--- src/pkg/tp_pkg.sv ---
// Shared constants and types for the touch controller host port
package tp_pkg;
  // Clock and map geometry
  localparam int          CLK_HZ       = 10_000_000;
  localparam int          MEM_AW       = 4;
  localparam int          MEM_DW       = 8;
  localparam int          ACC_W        = 24;
  localparam logic [23:0] ACC_WRAP     = 24'h989680;
  // Target address and default frame rates in frames per second
  localparam logic [6:0]  DEF_DEV_ADDR = 7'h70;
  localparam logic [7:0]  DEF_ACT_FPS  = 8'h64;
  localparam logic [7:0]  DEF_MON_FPS  = 8'h19;
  // Byte offsets in the host-visible map, and the bit count of one byte
  localparam logic [3:0]  MODE_ADDR    = 4'h0;
  localparam logic [3:0]  ACT_FPS_ADDR = 4'h1;
  localparam logic [3:0]  MON_FPS_ADDR = 4'h2;
  localparam logic [3:0]  BYTE_BITS    = 4'h8;
  // Timing
  localparam int          WDOG_MS      = 500;
  localparam int          WDOG_CYC     = (CLK_HZ / 1000) * WDOG_MS;
  localparam int          INIT_US      = 1000;
  localparam int          INIT_CYC     = (CLK_HZ / 1_000_000) * INIT_US;

  typedef enum logic [1:0] {
    MODE_ACTIVE  = 2'b00,
    MODE_MONITOR = 2'b01,
    MODE_SLEEP   = 2'b10
  } mode_e;

  typedef enum logic [2:0] {
    ST_IDLE     = 3'b000,
    ST_ADDR     = 3'b001,
    ST_ADDR_ACK = 3'b010,
    ST_WR_DATA  = 3'b011,
    ST_WR_ACK   = 3'b100,
    ST_RD_DATA  = 3'b101,
    ST_RD_ACK   = 3'b110
  } i2c_st_e;
endpackage

--- src/verilog/tp_mem.sv ---
// Small two-port byte store for scan parameters and touch results
`timescale 1ns/1ps
`default_nettype none
module tp_mem #(
  parameter int AW = 4,
  parameter int DW = 8
) (
  // Clock and reset
  input  wire logic          clk_in,
  input  wire logic          rst_in,
  // Host side port, write wins over port b on the same address
  input  wire logic          a_wr_en_in,
  input  wire logic [AW-1:0] a_addr_in,
  input  wire logic [DW-1:0] a_wdata_in,
  output logic      [DW-1:0] a_rdata_out,
  // Core side port
  input  wire logic          b_wr_en_in,
  input  wire logic [AW-1:0] b_addr_in,
  input  wire logic [DW-1:0] b_wdata_in,
  output logic      [DW-1:0] b_rdata_out
);
  if (AW < 1 || AW > 8 || DW < 1) begin : g_bad_geom
    $error("tp_mem geometry out of range");
  end

  logic [DW-1:0] mem_r [2**AW];

  always_ff @(posedge clk_in) begin
    if (rst_in) begin
      for (int i = 0; i < 2**AW; i++) begin
        mem_r[i] <= '0;
      end
      a_rdata_out <= '0;
      b_rdata_out <= '0;
    end else begin
      if (b_wr_en_in && !(a_wr_en_in && a_addr_in == b_addr_in)) begin
        mem_r[b_addr_in] <= b_wdata_in;
      end
      if (a_wr_en_in) begin
        mem_r[a_addr_in] <= a_wdata_in;
      end
      a_rdata_out <= mem_r[a_addr_in];
      b_rdata_out <= mem_r[b_addr_in];
    end
  end
endmodule
`default_nettype wire

--- src/verilog/touch_host_port.sv ---
// Host port of the touch controller: I2C target, interrupt, modes, watchdog
`timescale 1ns/1ps
`default_nettype none
module touch_host_port #(
  parameter int WDOG_CYC_P = tp_pkg::WDOG_CYC,
  parameter int INIT_CYC_P = tp_pkg::INIT_CYC
) (
  // Clock and reset
  input  wire logic       clk_in,
  input  wire logic       rst_in,
  // Pins: host reset, I2C, interrupt
  input  wire logic       ext_reset_n_in,
  input  wire logic       scl_in,
  input  wire logic       sda_in,
  output logic            sda_out,
  output logic            sda_oe_n_out,
  output logic            int_n_out,
  // Address configuration
  input  wire logic       addr_sel_in,
  input  wire logic [6:0] addr_cfg_in,
  // Core events and requests
  input  wire logic       touch_detect_in,
  input  wire logic       data_ready_in,
  input  wire logic       monitor_req_in,
  input  wire logic       sleep_req_in,
  input  wire logic       wdog_kick_in,
  // Core access to the byte store
  input  wire logic       core_wr_en_in,
  input  wire logic [3:0] core_addr_in,
  input  wire logic [7:0] core_wdata_in,
  output logic      [7:0] core_rdata_out,
  // Status
  output logic      [1:0] mode_out,
  output logic            frame_tick_out,
  output logic            wdog_reset_out
);
  if (WDOG_CYC_P < 2 || WDOG_CYC_P > 16777215 || INIT_CYC_P < 1 || INIT_CYC_P > 16777215) begin : g_bad_cnt
    $error("touch_host_port counts out of range");
  end

  // ----------------------------------------------------------------
  // Pin synchronisers
  // ----------------------------------------------------------------
  logic [2:0] scl_s_r, sda_s_r, ext_s_r;
  logic       scl_f_r, sda_f_r, ext_f_r, scl_q_r, sda_q_r;

  always_ff @(posedge clk_in) begin
    if (rst_in) begin
      scl_s_r <= 3'h7;
      sda_s_r <= 3'h7;
      ext_s_r <= 3'h0;
      scl_f_r <= 1'b1;
      sda_f_r <= 1'b1;
      ext_f_r <= 1'b0;
      scl_q_r <= 1'b1;
      sda_q_r <= 1'b1;
    end else begin
      scl_s_r <= {scl_s_r[1:0], scl_in};
      sda_s_r <= {sda_s_r[1:0], sda_in};
      ext_s_r <= {ext_s_r[1:0], ext_reset_n_in};
      if (scl_s_r[1] == scl_s_r[2]) scl_f_r <= scl_s_r[2];
      if (sda_s_r[1] == sda_s_r[2]) sda_f_r <= sda_s_r[2];
      if (ext_s_r[1] == ext_s_r[2]) ext_f_r <= ext_s_r[2];
      scl_q_r <= scl_f_r;
      sda_q_r <= sda_f_r;
    end
  end

  // ----------------------------------------------------------------
  // Reset sources and mode
  // ----------------------------------------------------------------
  logic          wdog_fire_r;
  tp_pkg::mode_e mode_r, mode_nxt;
  logic [7:0]    act_fps_r, mon_fps_r;
  logic          host_wr;
  logic [3:0]    ptr_r, ptr_nxt;
  logic [7:0]    shift_r, shift_nxt;

  wire core_rst  = rst_in | ~ext_f_r | wdog_fire_r;
  wire port_open = (mode_r == tp_pkg::MODE_ACTIVE);
  wire in_sleep  = (mode_r == tp_pkg::MODE_SLEEP);
  wire mode_wr   = host_wr && ptr_r == tp_pkg::MODE_ADDR && shift_r[1:0] != 2'b11;

  always_comb begin
    mode_nxt = mode_r;
    if (core_rst) begin
      mode_nxt = tp_pkg::MODE_ACTIVE;
    end else if (in_sleep) begin
      mode_nxt = tp_pkg::MODE_SLEEP;
    end else if (sleep_req_in) begin
      mode_nxt = tp_pkg::MODE_SLEEP;
    end else if (mode_r == tp_pkg::MODE_MONITOR && touch_detect_in) begin
      mode_nxt = tp_pkg::MODE_ACTIVE;
    end else if (mode_wr) begin
      mode_nxt = tp_pkg::mode_e'(shift_r[1:0]);
    end else if (monitor_req_in && port_open) begin
      mode_nxt = tp_pkg::MODE_MONITOR;
    end
  end

  always_ff @(posedge clk_in) begin
    mode_r <= mode_nxt;
    if (core_rst) begin
      act_fps_r <= tp_pkg::DEF_ACT_FPS;
      mon_fps_r <= tp_pkg::DEF_MON_FPS;
    end else if (host_wr && ptr_r == tp_pkg::ACT_FPS_ADDR) begin
      act_fps_r <= shift_r;
    end else if (host_wr && ptr_r == tp_pkg::MON_FPS_ADDR) begin
      mon_fps_r <= shift_r;
    end
  end

  // ----------------------------------------------------------------
  // Frame rate: phase accumulator gives an exact long-term rate
  // ----------------------------------------------------------------
  logic [23:0] acc_r;
  wire  [7:0]  fps_sel  = (mode_r == tp_pkg::MODE_MONITOR) ? mon_fps_r : act_fps_r;
  wire  [24:0] acc_sum  = {1'b0, acc_r} + {17'h0, fps_sel};
  wire         acc_wrap = acc_sum >= {1'b0, tp_pkg::ACC_WRAP};
  wire  [24:0] acc_left = acc_sum - {1'b0, tp_pkg::ACC_WRAP};

  always_ff @(posedge clk_in) begin
    if (core_rst || in_sleep) begin
      acc_r          <= 24'h000000;
      frame_tick_out <= 1'b0;
    end else begin
      acc_r          <= acc_wrap ? acc_left[23:0] : acc_sum[23:0];
      frame_tick_out <= acc_wrap;
    end
  end

  // ----------------------------------------------------------------
  // I2C target
  // ----------------------------------------------------------------
  tp_pkg::i2c_st_e state_r, state_nxt;
  logic [3:0]      cnt_r, cnt_nxt;
  logic            ptr_set_r, ptr_set_nxt, drive_r, drive_nxt, rw_r, rw_nxt;
  logic [7:0]      mem_rdata;

  wire       scl_rise   = scl_f_r & ~scl_q_r;
  wire       scl_fall   = ~scl_f_r & scl_q_r;
  wire       start_det  = scl_f_r & scl_q_r & sda_q_r & ~sda_f_r;
  wire       stop_det   = scl_f_r & scl_q_r & ~sda_q_r & sda_f_r;
  wire [6:0] dev_addr   = addr_sel_in ? addr_cfg_in : tp_pkg::DEF_DEV_ADDR;
  wire       addr_match = shift_r[7:1] == dev_addr;
  wire       byte_end   = scl_fall && cnt_r == tp_pkg::BYTE_BITS;
  wire       rd_claim   = port_open && state_r == tp_pkg::ST_ADDR && byte_end && addr_match && shift_r[0];
  wire [7:0] rd_byte    = (ptr_r == tp_pkg::MODE_ADDR)    ? {6'h00, mode_r} :
                          (ptr_r == tp_pkg::ACT_FPS_ADDR) ? act_fps_r :
                          (ptr_r == tp_pkg::MON_FPS_ADDR) ? mon_fps_r : mem_rdata;
  wire       load_rd    = scl_fall && ((state_r == tp_pkg::ST_ADDR_ACK && rw_r) || state_r == tp_pkg::ST_RD_ACK);
  assign host_wr = port_open && state_r == tp_pkg::ST_WR_DATA && byte_end && ptr_set_r;

  always_comb begin
    state_nxt   = state_r;
    cnt_nxt     = cnt_r;
    shift_nxt   = shift_r;
    ptr_nxt     = ptr_r;
    ptr_set_nxt = ptr_set_r;
    drive_nxt   = drive_r;
    rw_nxt      = rw_r;
    if (!port_open) begin
      state_nxt = tp_pkg::ST_IDLE;
      drive_nxt = 1'b0;
    end else if (start_det) begin
      state_nxt = tp_pkg::ST_ADDR;
      cnt_nxt   = 4'h0;
      drive_nxt = 1'b0;
    end else if (stop_det) begin
      state_nxt = tp_pkg::ST_IDLE;
      drive_nxt = 1'b0;
    end else if (load_rd) begin
      state_nxt = tp_pkg::ST_RD_DATA;
      shift_nxt = rd_byte;
      drive_nxt = ~rd_byte[7];
      cnt_nxt   = 4'h1;
      ptr_nxt   = ptr_r + 4'h1;
    end else begin
      unique case (state_r)
        tp_pkg::ST_IDLE: begin
        end
        tp_pkg::ST_ADDR, tp_pkg::ST_WR_DATA: begin
          if (scl_rise && cnt_r != tp_pkg::BYTE_BITS) begin
            shift_nxt = {shift_r[6:0], sda_f_r};
            cnt_nxt   = cnt_r + 4'h1;
          end else if (byte_end) begin
            cnt_nxt = 4'h0;
            if (state_r == tp_pkg::ST_WR_DATA) begin
              state_nxt   = tp_pkg::ST_WR_ACK;
              drive_nxt   = 1'b1;
              ptr_set_nxt = 1'b1;
              ptr_nxt     = ptr_set_r ? ptr_r + 4'h1 : shift_r[3:0];
            end else if (addr_match) begin
              state_nxt = tp_pkg::ST_ADDR_ACK;
              drive_nxt = 1'b1;
              rw_nxt    = shift_r[0];
            end else begin
              state_nxt = tp_pkg::ST_IDLE;
            end
          end
        end
        tp_pkg::ST_ADDR_ACK, tp_pkg::ST_WR_ACK: begin
          if (scl_fall) begin
            state_nxt   = tp_pkg::ST_WR_DATA;
            drive_nxt   = 1'b0;
            ptr_set_nxt = (state_r == tp_pkg::ST_WR_ACK);
          end
        end
        tp_pkg::ST_RD_DATA: begin
          if (byte_end) begin
            state_nxt = tp_pkg::ST_RD_ACK;
            drive_nxt = 1'b0;
          end else if (scl_fall) begin
            shift_nxt = {shift_r[6:0], 1'b0};
            drive_nxt = ~shift_r[6];
            cnt_nxt   = cnt_r + 4'h1;
          end
        end
        tp_pkg::ST_RD_ACK: begin
          if (scl_rise && sda_f_r) begin
            state_nxt = tp_pkg::ST_IDLE;
          end
        end
        default: begin
          state_nxt = tp_pkg::ST_IDLE;
          drive_nxt = 1'b0;
        end
      endcase
    end
  end

  always_ff @(posedge clk_in) begin
    if (core_rst) begin
      state_r   <= tp_pkg::ST_IDLE;
      cnt_r     <= 4'h0;
      shift_r   <= 8'h00;
      ptr_r     <= 4'h0;
      ptr_set_r <= 1'b0;
      drive_r   <= 1'b0;
      rw_r      <= 1'b0;
    end else begin
      state_r   <= state_nxt;
      cnt_r     <= cnt_nxt;
      shift_r   <= shift_nxt;
      ptr_r     <= ptr_nxt;
      ptr_set_r <= ptr_set_nxt;
      drive_r   <= drive_nxt;
      rw_r      <= rw_nxt;
    end
  end

  // Open drain: only ever pull data low; no clock output exists at all
  assign sda_out      = 1'b0;
  assign sda_oe_n_out = ~(drive_r & port_open);

  tp_mem #(
    .AW (tp_pkg::MEM_AW),
    .DW (tp_pkg::MEM_DW)
  ) u_mem (
    .clk_in      (clk_in),
    .rst_in      (core_rst),
    .a_wr_en_in  (host_wr),
    .a_addr_in   (ptr_r),
    .a_wdata_in  (shift_r),
    .a_rdata_out (mem_rdata),
    .b_wr_en_in  (core_wr_en_in & ~in_sleep),
    .b_addr_in   (core_addr_in),
    .b_wdata_in  (core_wdata_in),
    .b_rdata_out (core_rdata_out)
  );

  // ----------------------------------------------------------------
  // Interrupt, init delay, watchdog
  // ----------------------------------------------------------------
  logic [23:0] init_cnt_r, wdog_cnt_r;
  logic        init_done_r, int_n_r;
  wire         int_set = data_ready_in & init_done_r & ~in_sleep;

  always_ff @(posedge clk_in) begin
    if (core_rst) begin
      init_cnt_r  <= 24'(INIT_CYC_P);
      init_done_r <= 1'b0;
      int_n_r     <= 1'b1;
      wdog_cnt_r  <= 24'(WDOG_CYC_P);
    end else begin
      if (!init_done_r) init_cnt_r <= init_cnt_r - 24'h000001;
      if (init_cnt_r == 24'h000001) init_done_r <= 1'b1;
      // A new report in the same cycle as the host claim keeps the line low
      if (int_set) int_n_r <= 1'b0;
      else if (rd_claim) int_n_r <= 1'b1;
      if (wdog_kick_in) wdog_cnt_r <= 24'(WDOG_CYC_P);
      else if (!in_sleep && wdog_cnt_r != 24'h000000) wdog_cnt_r <= wdog_cnt_r - 24'h000001;
    end
  end

  // The watchdog pulse resets everything but the pin synchronisers and then clears itself
  always_ff @(posedge clk_in) begin
    if (rst_in || !ext_f_r) wdog_fire_r <= 1'b0;
    else wdog_fire_r <= !wdog_fire_r && !wdog_kick_in && !in_sleep && wdog_cnt_r == 24'h000001;
  end

  assign int_n_out      = int_n_r;
  assign mode_out       = mode_r;
  assign wdog_reset_out = wdog_fire_r;
endmodule
`default_nettype wire

--- config.mk ---
export PLATFORM = sky130hd
export DESIGN_NAME = touch_host_port
export DESIGN_NICKNAME = d
export VERILOG_FILES = /design/src/pkg/tp_pkg.sv /design/src/verilog/tp_mem.sv /design/src/verilog/touch_host_port.sv
export SDC_FILE = /design/constraint.sdc
export NUM_CORES = 1
export LEC_CHECK = 0
export BUFFER_PORTS_ARGS = -buffer_cell sky130_fd_sc_hd__buf_4
export CAP_MARGIN = 20
export CORE_MARGIN = 5
export CORE_UTILIZATION = 57
export CTS_CLUSTER_SIZE = 30
export DETAILED_ROUTE_END_ITERATION = 16
export GPL_ROUTABILITY_DRIVEN = 1
export PLACE_DENSITY = 0.75
export REMOVE_ABC_BUFFERS = 1
export SLEW_MARGIN = 20
export SYNTH_ARGS = -nofsm -noshare
export SYNTH_HDL_FRONTEND = slang
export SYNTH_SLANG_ARGS = --single-unit
--- constraint.sdc ---
create_clock -name clk_in -period 5.85 [get_ports clk_in]
set_input_delay 1.17 -clock clk_in [delete_from_list [all_inputs] [get_ports clk_in]]
set_output_delay 1.17 -clock clk_in [all_outputs]
set_load 0.1 [all_outputs]
; After elaboration in Yosys (flattened, before gate mapping)
; Memories as Yosys holds them, arrays and structs flattened. A register that Yosys moved wholly into a read port is not among the register bits.
; Index checks and enable logic that the tools add are counted.
[word_totals]
memories = 1
regBits = 130
wordCells = 251
input_bits = 31
mem_bits_rw = 128
output_inout_bits = 15
[memory_table]
columns = name, words, width, read_ports, rd_clocked_by_memory_dff, wr, line_no
row1 = u_mem.mem_r, 16, 8, 2, 2, 16, tp_mem.sv:26  ; logic [DW-1:0] mem_r [2**AW];
[classes]
n_reduce_logical = 65
bitwise = 30
n_addsub = 6
eq_ne = 49
n_mux = 71
n_lt_le_gt_ge = 1
[ops]
columns = cell, n
row1 = $mux 8, 10
row2 = $mux 4, 15
row3 = $eq 24x1->1 const B, 2
row4 = $sub 24x1->24 const B, 2
row5 = $reduce_and 6->1, 5
row6 = $mux 1, 26
row7 = $add 24x8->25, 1
row8 = $ge 25x24->1 const B, 1
row9 = $ne 5x5->1 const B, 5
row10 = $logic_and 1x1->1, 24
row11 = $mux 24, 1
row12 = $ne 4x4->1 const B, 6
row13 = $reduce_bool 24->1, 1
row14 = $sub 24x24->24 const B, 1
row15 = $mux 3, 7
row16 = $ne 3x3->1 const B, 7
row17 = $ne 2x2->1 const B, 9
row18 = $reduce_and 9->1, 2
row19 = $not 1->1, 17
row20 = $pmux 8 s2, 1
row21 = $reduce_or 8->1, 2
row22 = $pmux 3 s5, 1
row23 = $reduce_and 7->1, 2
row24 = $mux 2, 6
row25 = other kinds (34), 68

; Logic depth before layout (Yosys ltp)
[logic_depth]
word_depth = 13
ltp_mapped = 18
mapped_depth_nobuf = 17

; Hierarchy
; From an unflattened synthesis, not the netlist that was laid out.
[hier_totals]
cells_unflattened = 1488
area_unflattened_um2 = 15421.0
[modules_own_cells]
columns = mod, area_per_inst_um2, seq_area_each_um2, n_inst, cells_each
row1 = tp_mem, 8315.5, 4164.0, 1, 622
row2 = touch_host_port, 7105.6, 2602.5, 1, 866

; Worst setup path before layout
; OpenSTA, ideal clock, no wires.
[synth_timing]
path_kind = reg2reg
start = register mode_r[1], in the netlist mode_out[1]
end = register acc_r[22]
path_stages_with_launch = 16
setup_time_ps = 72
setup_slack_ps = 917
arrival_ps = 4862
path_cell_list = dfxtp_1 inv_1 nand2_1 mux2_2 ha_1 a21oi_1 o22ai_1 a211oi_1 inv_1 ha_1 a31oi_1 a22o_1 o31ai_4 or4_4 a221oi_2 mux2i_1
[synth_between]
elab_chain_cells = 5
word_cells_on_any_way = 8
cone_classes = add/sub (2) / order compare (1) / eq/ne (2) / mux (2) / reduce/logical (1)
[synth_rtl]
columns = element, line_no
row1 = start: declaration, touch_host_port.sv:73  ; tp_pkg::mode_e mode_r, mode_nxt;
row2 = start signal: assignment, touch_host_port.sv:102  ; mode_r <= mode_nxt;
row3 = $eq 2x1->1, touch_host_port.sv:117  ; wire [7:0] fps_sel = (mode_r == tp_pkg::MODE_MONITOR) ? mon_fps_r : act_fps_r;
row4 = $mux 8, touch_host_port.sv:117
row5 = $add 24x8->25, touch_host_port.sv:118  ; wire [24:0] acc_sum = {1'b0, acc_r} + {17'h0, fps_sel};
row6 = $sub 24x24->24 / $ge 25x24->1 (equally long branches), "touch_host_port.sv:120, touch_host_port.sv:119"
row7 = $mux 24, touch_host_port.sv:127  ; acc_r <= acc_wrap ? acc_left[23:0] : acc_sum[23:0];
row8 = end signal: assignment, touch_host_port.sv:127
row9 = end: declaration, touch_host_port.sv:116  ; logic [23:0] acc_r;
; Several ways; a longest one is shown, not always the timed one.
; A chain may end at the register's enable or synchronous reset.

; Worst setup path after layout
; Ends and elaborated chain as after synthesis.

==> impl_metrics.yaml <==
worst_setup_path:
  critical_path.top_delay_family: "compound AO/OA/AOI/OAI gates"
  critPathMaxStageDelay_ns: 0.72
  r2r_slack_ns: 0.80
  cp-startpoint: "mode_out[1]"
  critical_path_class: "flop to flop"
  crit_path_start_kind: "flop"
  critical_path_peak_fanout: 13
  cp_num_buf_inv: 2
  reg2reg_from: "mode_out[1]"
  r2r-end: "acc_r[22]"
  end_kind: "flop"
  path_depth: 15
  worstSetupEndpoint: "acc_r[22]"
  cp_slowest_cell: "a21oi_1"
  path_cells: "inv_1 -> nand2_1 -> mux2_2 -> ha_1 -> a21oi_1 -> o22ai_1 -> a211oi_1 -> inv_1 -> ha_1 -> a31oi_1 -> a22o_1 -> o31ai_4 -> or4_4 -> a221oi_2 -> mux2i_1"
  critPathRequiredTime_ns: 6.33
  r2r_cells: 15
  worstPathArrival_ns: 5.54
floorplanning:
  die_area_um2: 30590
  core-area_um2: 26880
  rows: 60
  die_h_um: 174.9
  ios: 46
  start_util: 0.5768
  die_w_um: 174.9
pwr:
  ir_worst_vdd_uv: 250.5
  powerDensity_nw_per_um2: 236.7
  seqPwrFrac: 0.496
  switching_power_mw: 0.8330
  clockPowerShare: 0.481
  switching_share: 0.2072
  internal-power_mw: 3.187
  p_comb_frac: 0.022
  leakagePower_nw: 6.141
worst_hold_path:
  hold_path.class: "flop to flop"
synth:
  synth_cell_types: 84
  yosysTopAreaCellShare: 0.2480
  synth_seq_cells: 274
  synth-edff-count: 128
  synth-main-ff-cell: "dfxtp_1"
  yosysTopAreaCell: "edfxtp_1"
  yosysSeqAreaShare: 0.4365
  synth.area.top_cells: "edfxtp_1 (25%), dfxtp_1 (19%), mux4_2 (12%)"
  netlist_instances: 1454
  async_flop_share: 0
  avgSynthCellArea_um2: 10.66
  synth_area_um2: 15500
  yosys_warnings: 0
sta:
  period_share: 0.8635
  tightest_slew_ns: 1.235
  max_freq_mhz: 198.0
  hold_violations: 0
  min_period_ns: 5.051
  rsz0062_at_grt: "false"
  fin_worst_skew_ns: 0.007438
  finalSetupViolCount: 0
  setup_tns_ns: 0
  slew_headroom: 0.1702
  maxSlewViolCount: 0
global_routing:
  grt_pass1_vias: 11574
  overflow: 0
  gr-usage-all-layers: 0.2628
  grt_pass1_wl_um: 64450
  antenna_found_initial: 2
  grt_max_degree: 63
route:
  avgViaCountPerCell: 6.808
  post_drt_wl_per_cell_um: 22.94
  remaining_drc_errors: 0
  num_vias: 12274
  drt_iter0_drc: 1390
  drtAntennaViolNets: 0
  dr.pass1.iters: 5
  wirelength_um: 41350
clock_network:
  clk_pin_slew_ns: 0.06
  cts_max_level: 1
  clock_sinks: 274
  cts_buffer_depth: 3
  cts_setup_buffers: 0
  root_buffer: "clkbuf_16"
  ctsResizeCount: 0
  cts_hold_buf: 0
  cts_tree: "built"
  cts-buffers-inserted: 30
  clk_latency_ns: 0.56
final_layout:
  final_cells: 1803
  nets: 1488
  area_growth_pct: 9.540
  stdcell_area_um2: 16980
  layout-drive-gt1-share: 0.1774
placement:
  portBuffers: 44
  place_area_um2: 15960
  place_inst: 1745
  detailed_place_hpwl_um: 27770
  place.gp.congestion: 0.9389
status:
  status: "finished, final reports clean"
run:
  maxCapViolCount: 0
==> state kept, by name, indices dropped and copies added, names as in the netlist, 2 cells and up <==
register,cells
acc_r,24
act_fps_r,8
cnt_r,4
ext_s_r,3
init_cnt_r,24
mode_out,2
mon_fps_r,8
ptr_r,4
scl_s_r,3
sda_s_r,3
shift_r,8
state_r,3
u_mem.a_rdata_out,8
u_mem.b_rdata_out,8
u_mem.mem_r,128
wdog_cnt_r,24
==> per-stage QoR <==
stage	total power [mW]	setup slack (ns)	hold WS, ns	util
finish	4.020	0.7985	0.4195	0.6318
global route	4.123	0.5460	0.4554	0.6316
CTS	4.038	0.9336	0.4165	0.6314
detailed placement	2.124	0.9666	0.4036	0.5937
global placement	2.122	1.149	0.4017	0.5937
floorplan	2.064	0.8180	0.3895	-
==> power by group through the flow <==
stage | logic [mW] | clock network [mW] | registers (mW)
2_1_floorplan | 0.0290 | 0 | 2.04
3_3_place_gp | 0.0864 | 0 | 2.04
3_5_place_dp | 0.0881 | 0 | 2.04
4_1_cts | 0.0886 | 1.95 | 1.99
5_1_grt | 0.0946 | 2.03 | 1.99
6_report | 0.0899 | 1.93 | 1.99
==> worst min-delay path by stage <==
stage / from / endpoint / slack, ns / cells after the start
2_1_floorplan: scl_s_r[0] / scl_s_r[1] / 0.39 / 1
3_3_place_gp: sda_s_r[0] / sda_s_r[1] / 0.40 / 1
3_5_place_dp: sda_s_r[0] / sda_s_r[1] / 0.40 / 1
4_1_cts: sda_s_r[0] / sda_s_r[1] / 0.42 / 1
5_1_grt: scl_s_r[0] / scl_s_r[1] / 0.46 / 1
6_report: sda_s_r[0] / sda_s_r[1] / 0.42 / 1
==> cells in the mapped netlist, types with 6 or more instances <==
library cell	number
dfxtp_1	146
nor2_1	139
a22o_1	133
edfxtp_1	128
mux4_2	80
clkbuf_1	78
nand2_1	78
a21oi_1	59
o21ai_0	54
xnor2_1	43
nor3_1	41
and2_1	38
nand3_1	32
mux2i_1	31
inv_1	27
or3_1	24
buf_1	23
nor4_1	22
ha_1	20
or2_2	19
nand2b_1	17
and3_1	16
xor2_1	14
a211oi_1	11
a22oi_1	10
buf_2	10
nand4_1	10
a31oi_1	9
mux2_2	9
nor2b_1	8
nor3b_1	7
o21a_1	6
or4_1	6
==> kinds of logic (layout without fill, tap and decap cells) <==
family                   after synthesis  in the layout  share of synthesized area
other                                  1              3                  0.0002419
multiplexers                         121            121                     0.1435
buffers and inverters                143            149                    0.03713
flip-flops                           274            274                     0.4365
adder cells (fa/ha/maj)               21             21                    0.01743
AO/OA/AOI/OAI                        357            357                     0.1745
XOR/XNOR                              57             57                    0.03221
AND/OR/NAND/NOR                      480            480                     0.1584
==> worst register-to-register path: cells and delay by family, from the launching register on <==
kind | cells | cell delay, ns
buffers and inverters | 2 | 0.26
flip-flops | 1 | 0.44
multiplexers | 2 | 0.60
AO/OA/AOI/OAI | 7 | 2.24
AND/OR/NAND/NOR | 2 | 0.87
adder cells (fa/ha/maj) | 2 | 0.53
==> metal layers <==
metal,wire (µm),global-route usage,vias to the layer above,part of all wire
met5,11,0,-,0.00027
met4,1493,0.08773,2,0.036
met3,4317,0.05149,126,0.10
met2,19560,0.4313,664,0.47
met1,15970,0.3538,5974,0.39
li1,-,-,5508,-
==> final cells by class <==
class / count / area [µm²]
Antenna cell: 2 / 5.005
Clock buffer: 43 / 870.8
Clock inverter: 13 / 143.9
Fill cell: 2104 / 9896
Inverter: 27 / 101.3
Multi-Input combinational cell: 1037 / 8169
Sequential cell: 274 / 6768
Tap cell: 341 / 426.7
Timing Repair Buffer: 66 / 495.5
==> placed cells by master, fill, tap and decap left out, types with 40 or more instances in the layout <==
cell / netlist / routed
mux4_2: 80 / 80
nand2_1: 78 / 77
o21ai_0: 54 / 46
nor3_1: 41 / 40
buf_4: 3 / 66
a22o_1: 133 / 133
xnor2_1: 43 / 43
edfxtp_1: 128 / 128
a21oi_1: 59 / 59
nor2_1: 139 / 138
dfxtp_1: 146 / 145
No activity file was read; power rests on OpenSTA's default activity.
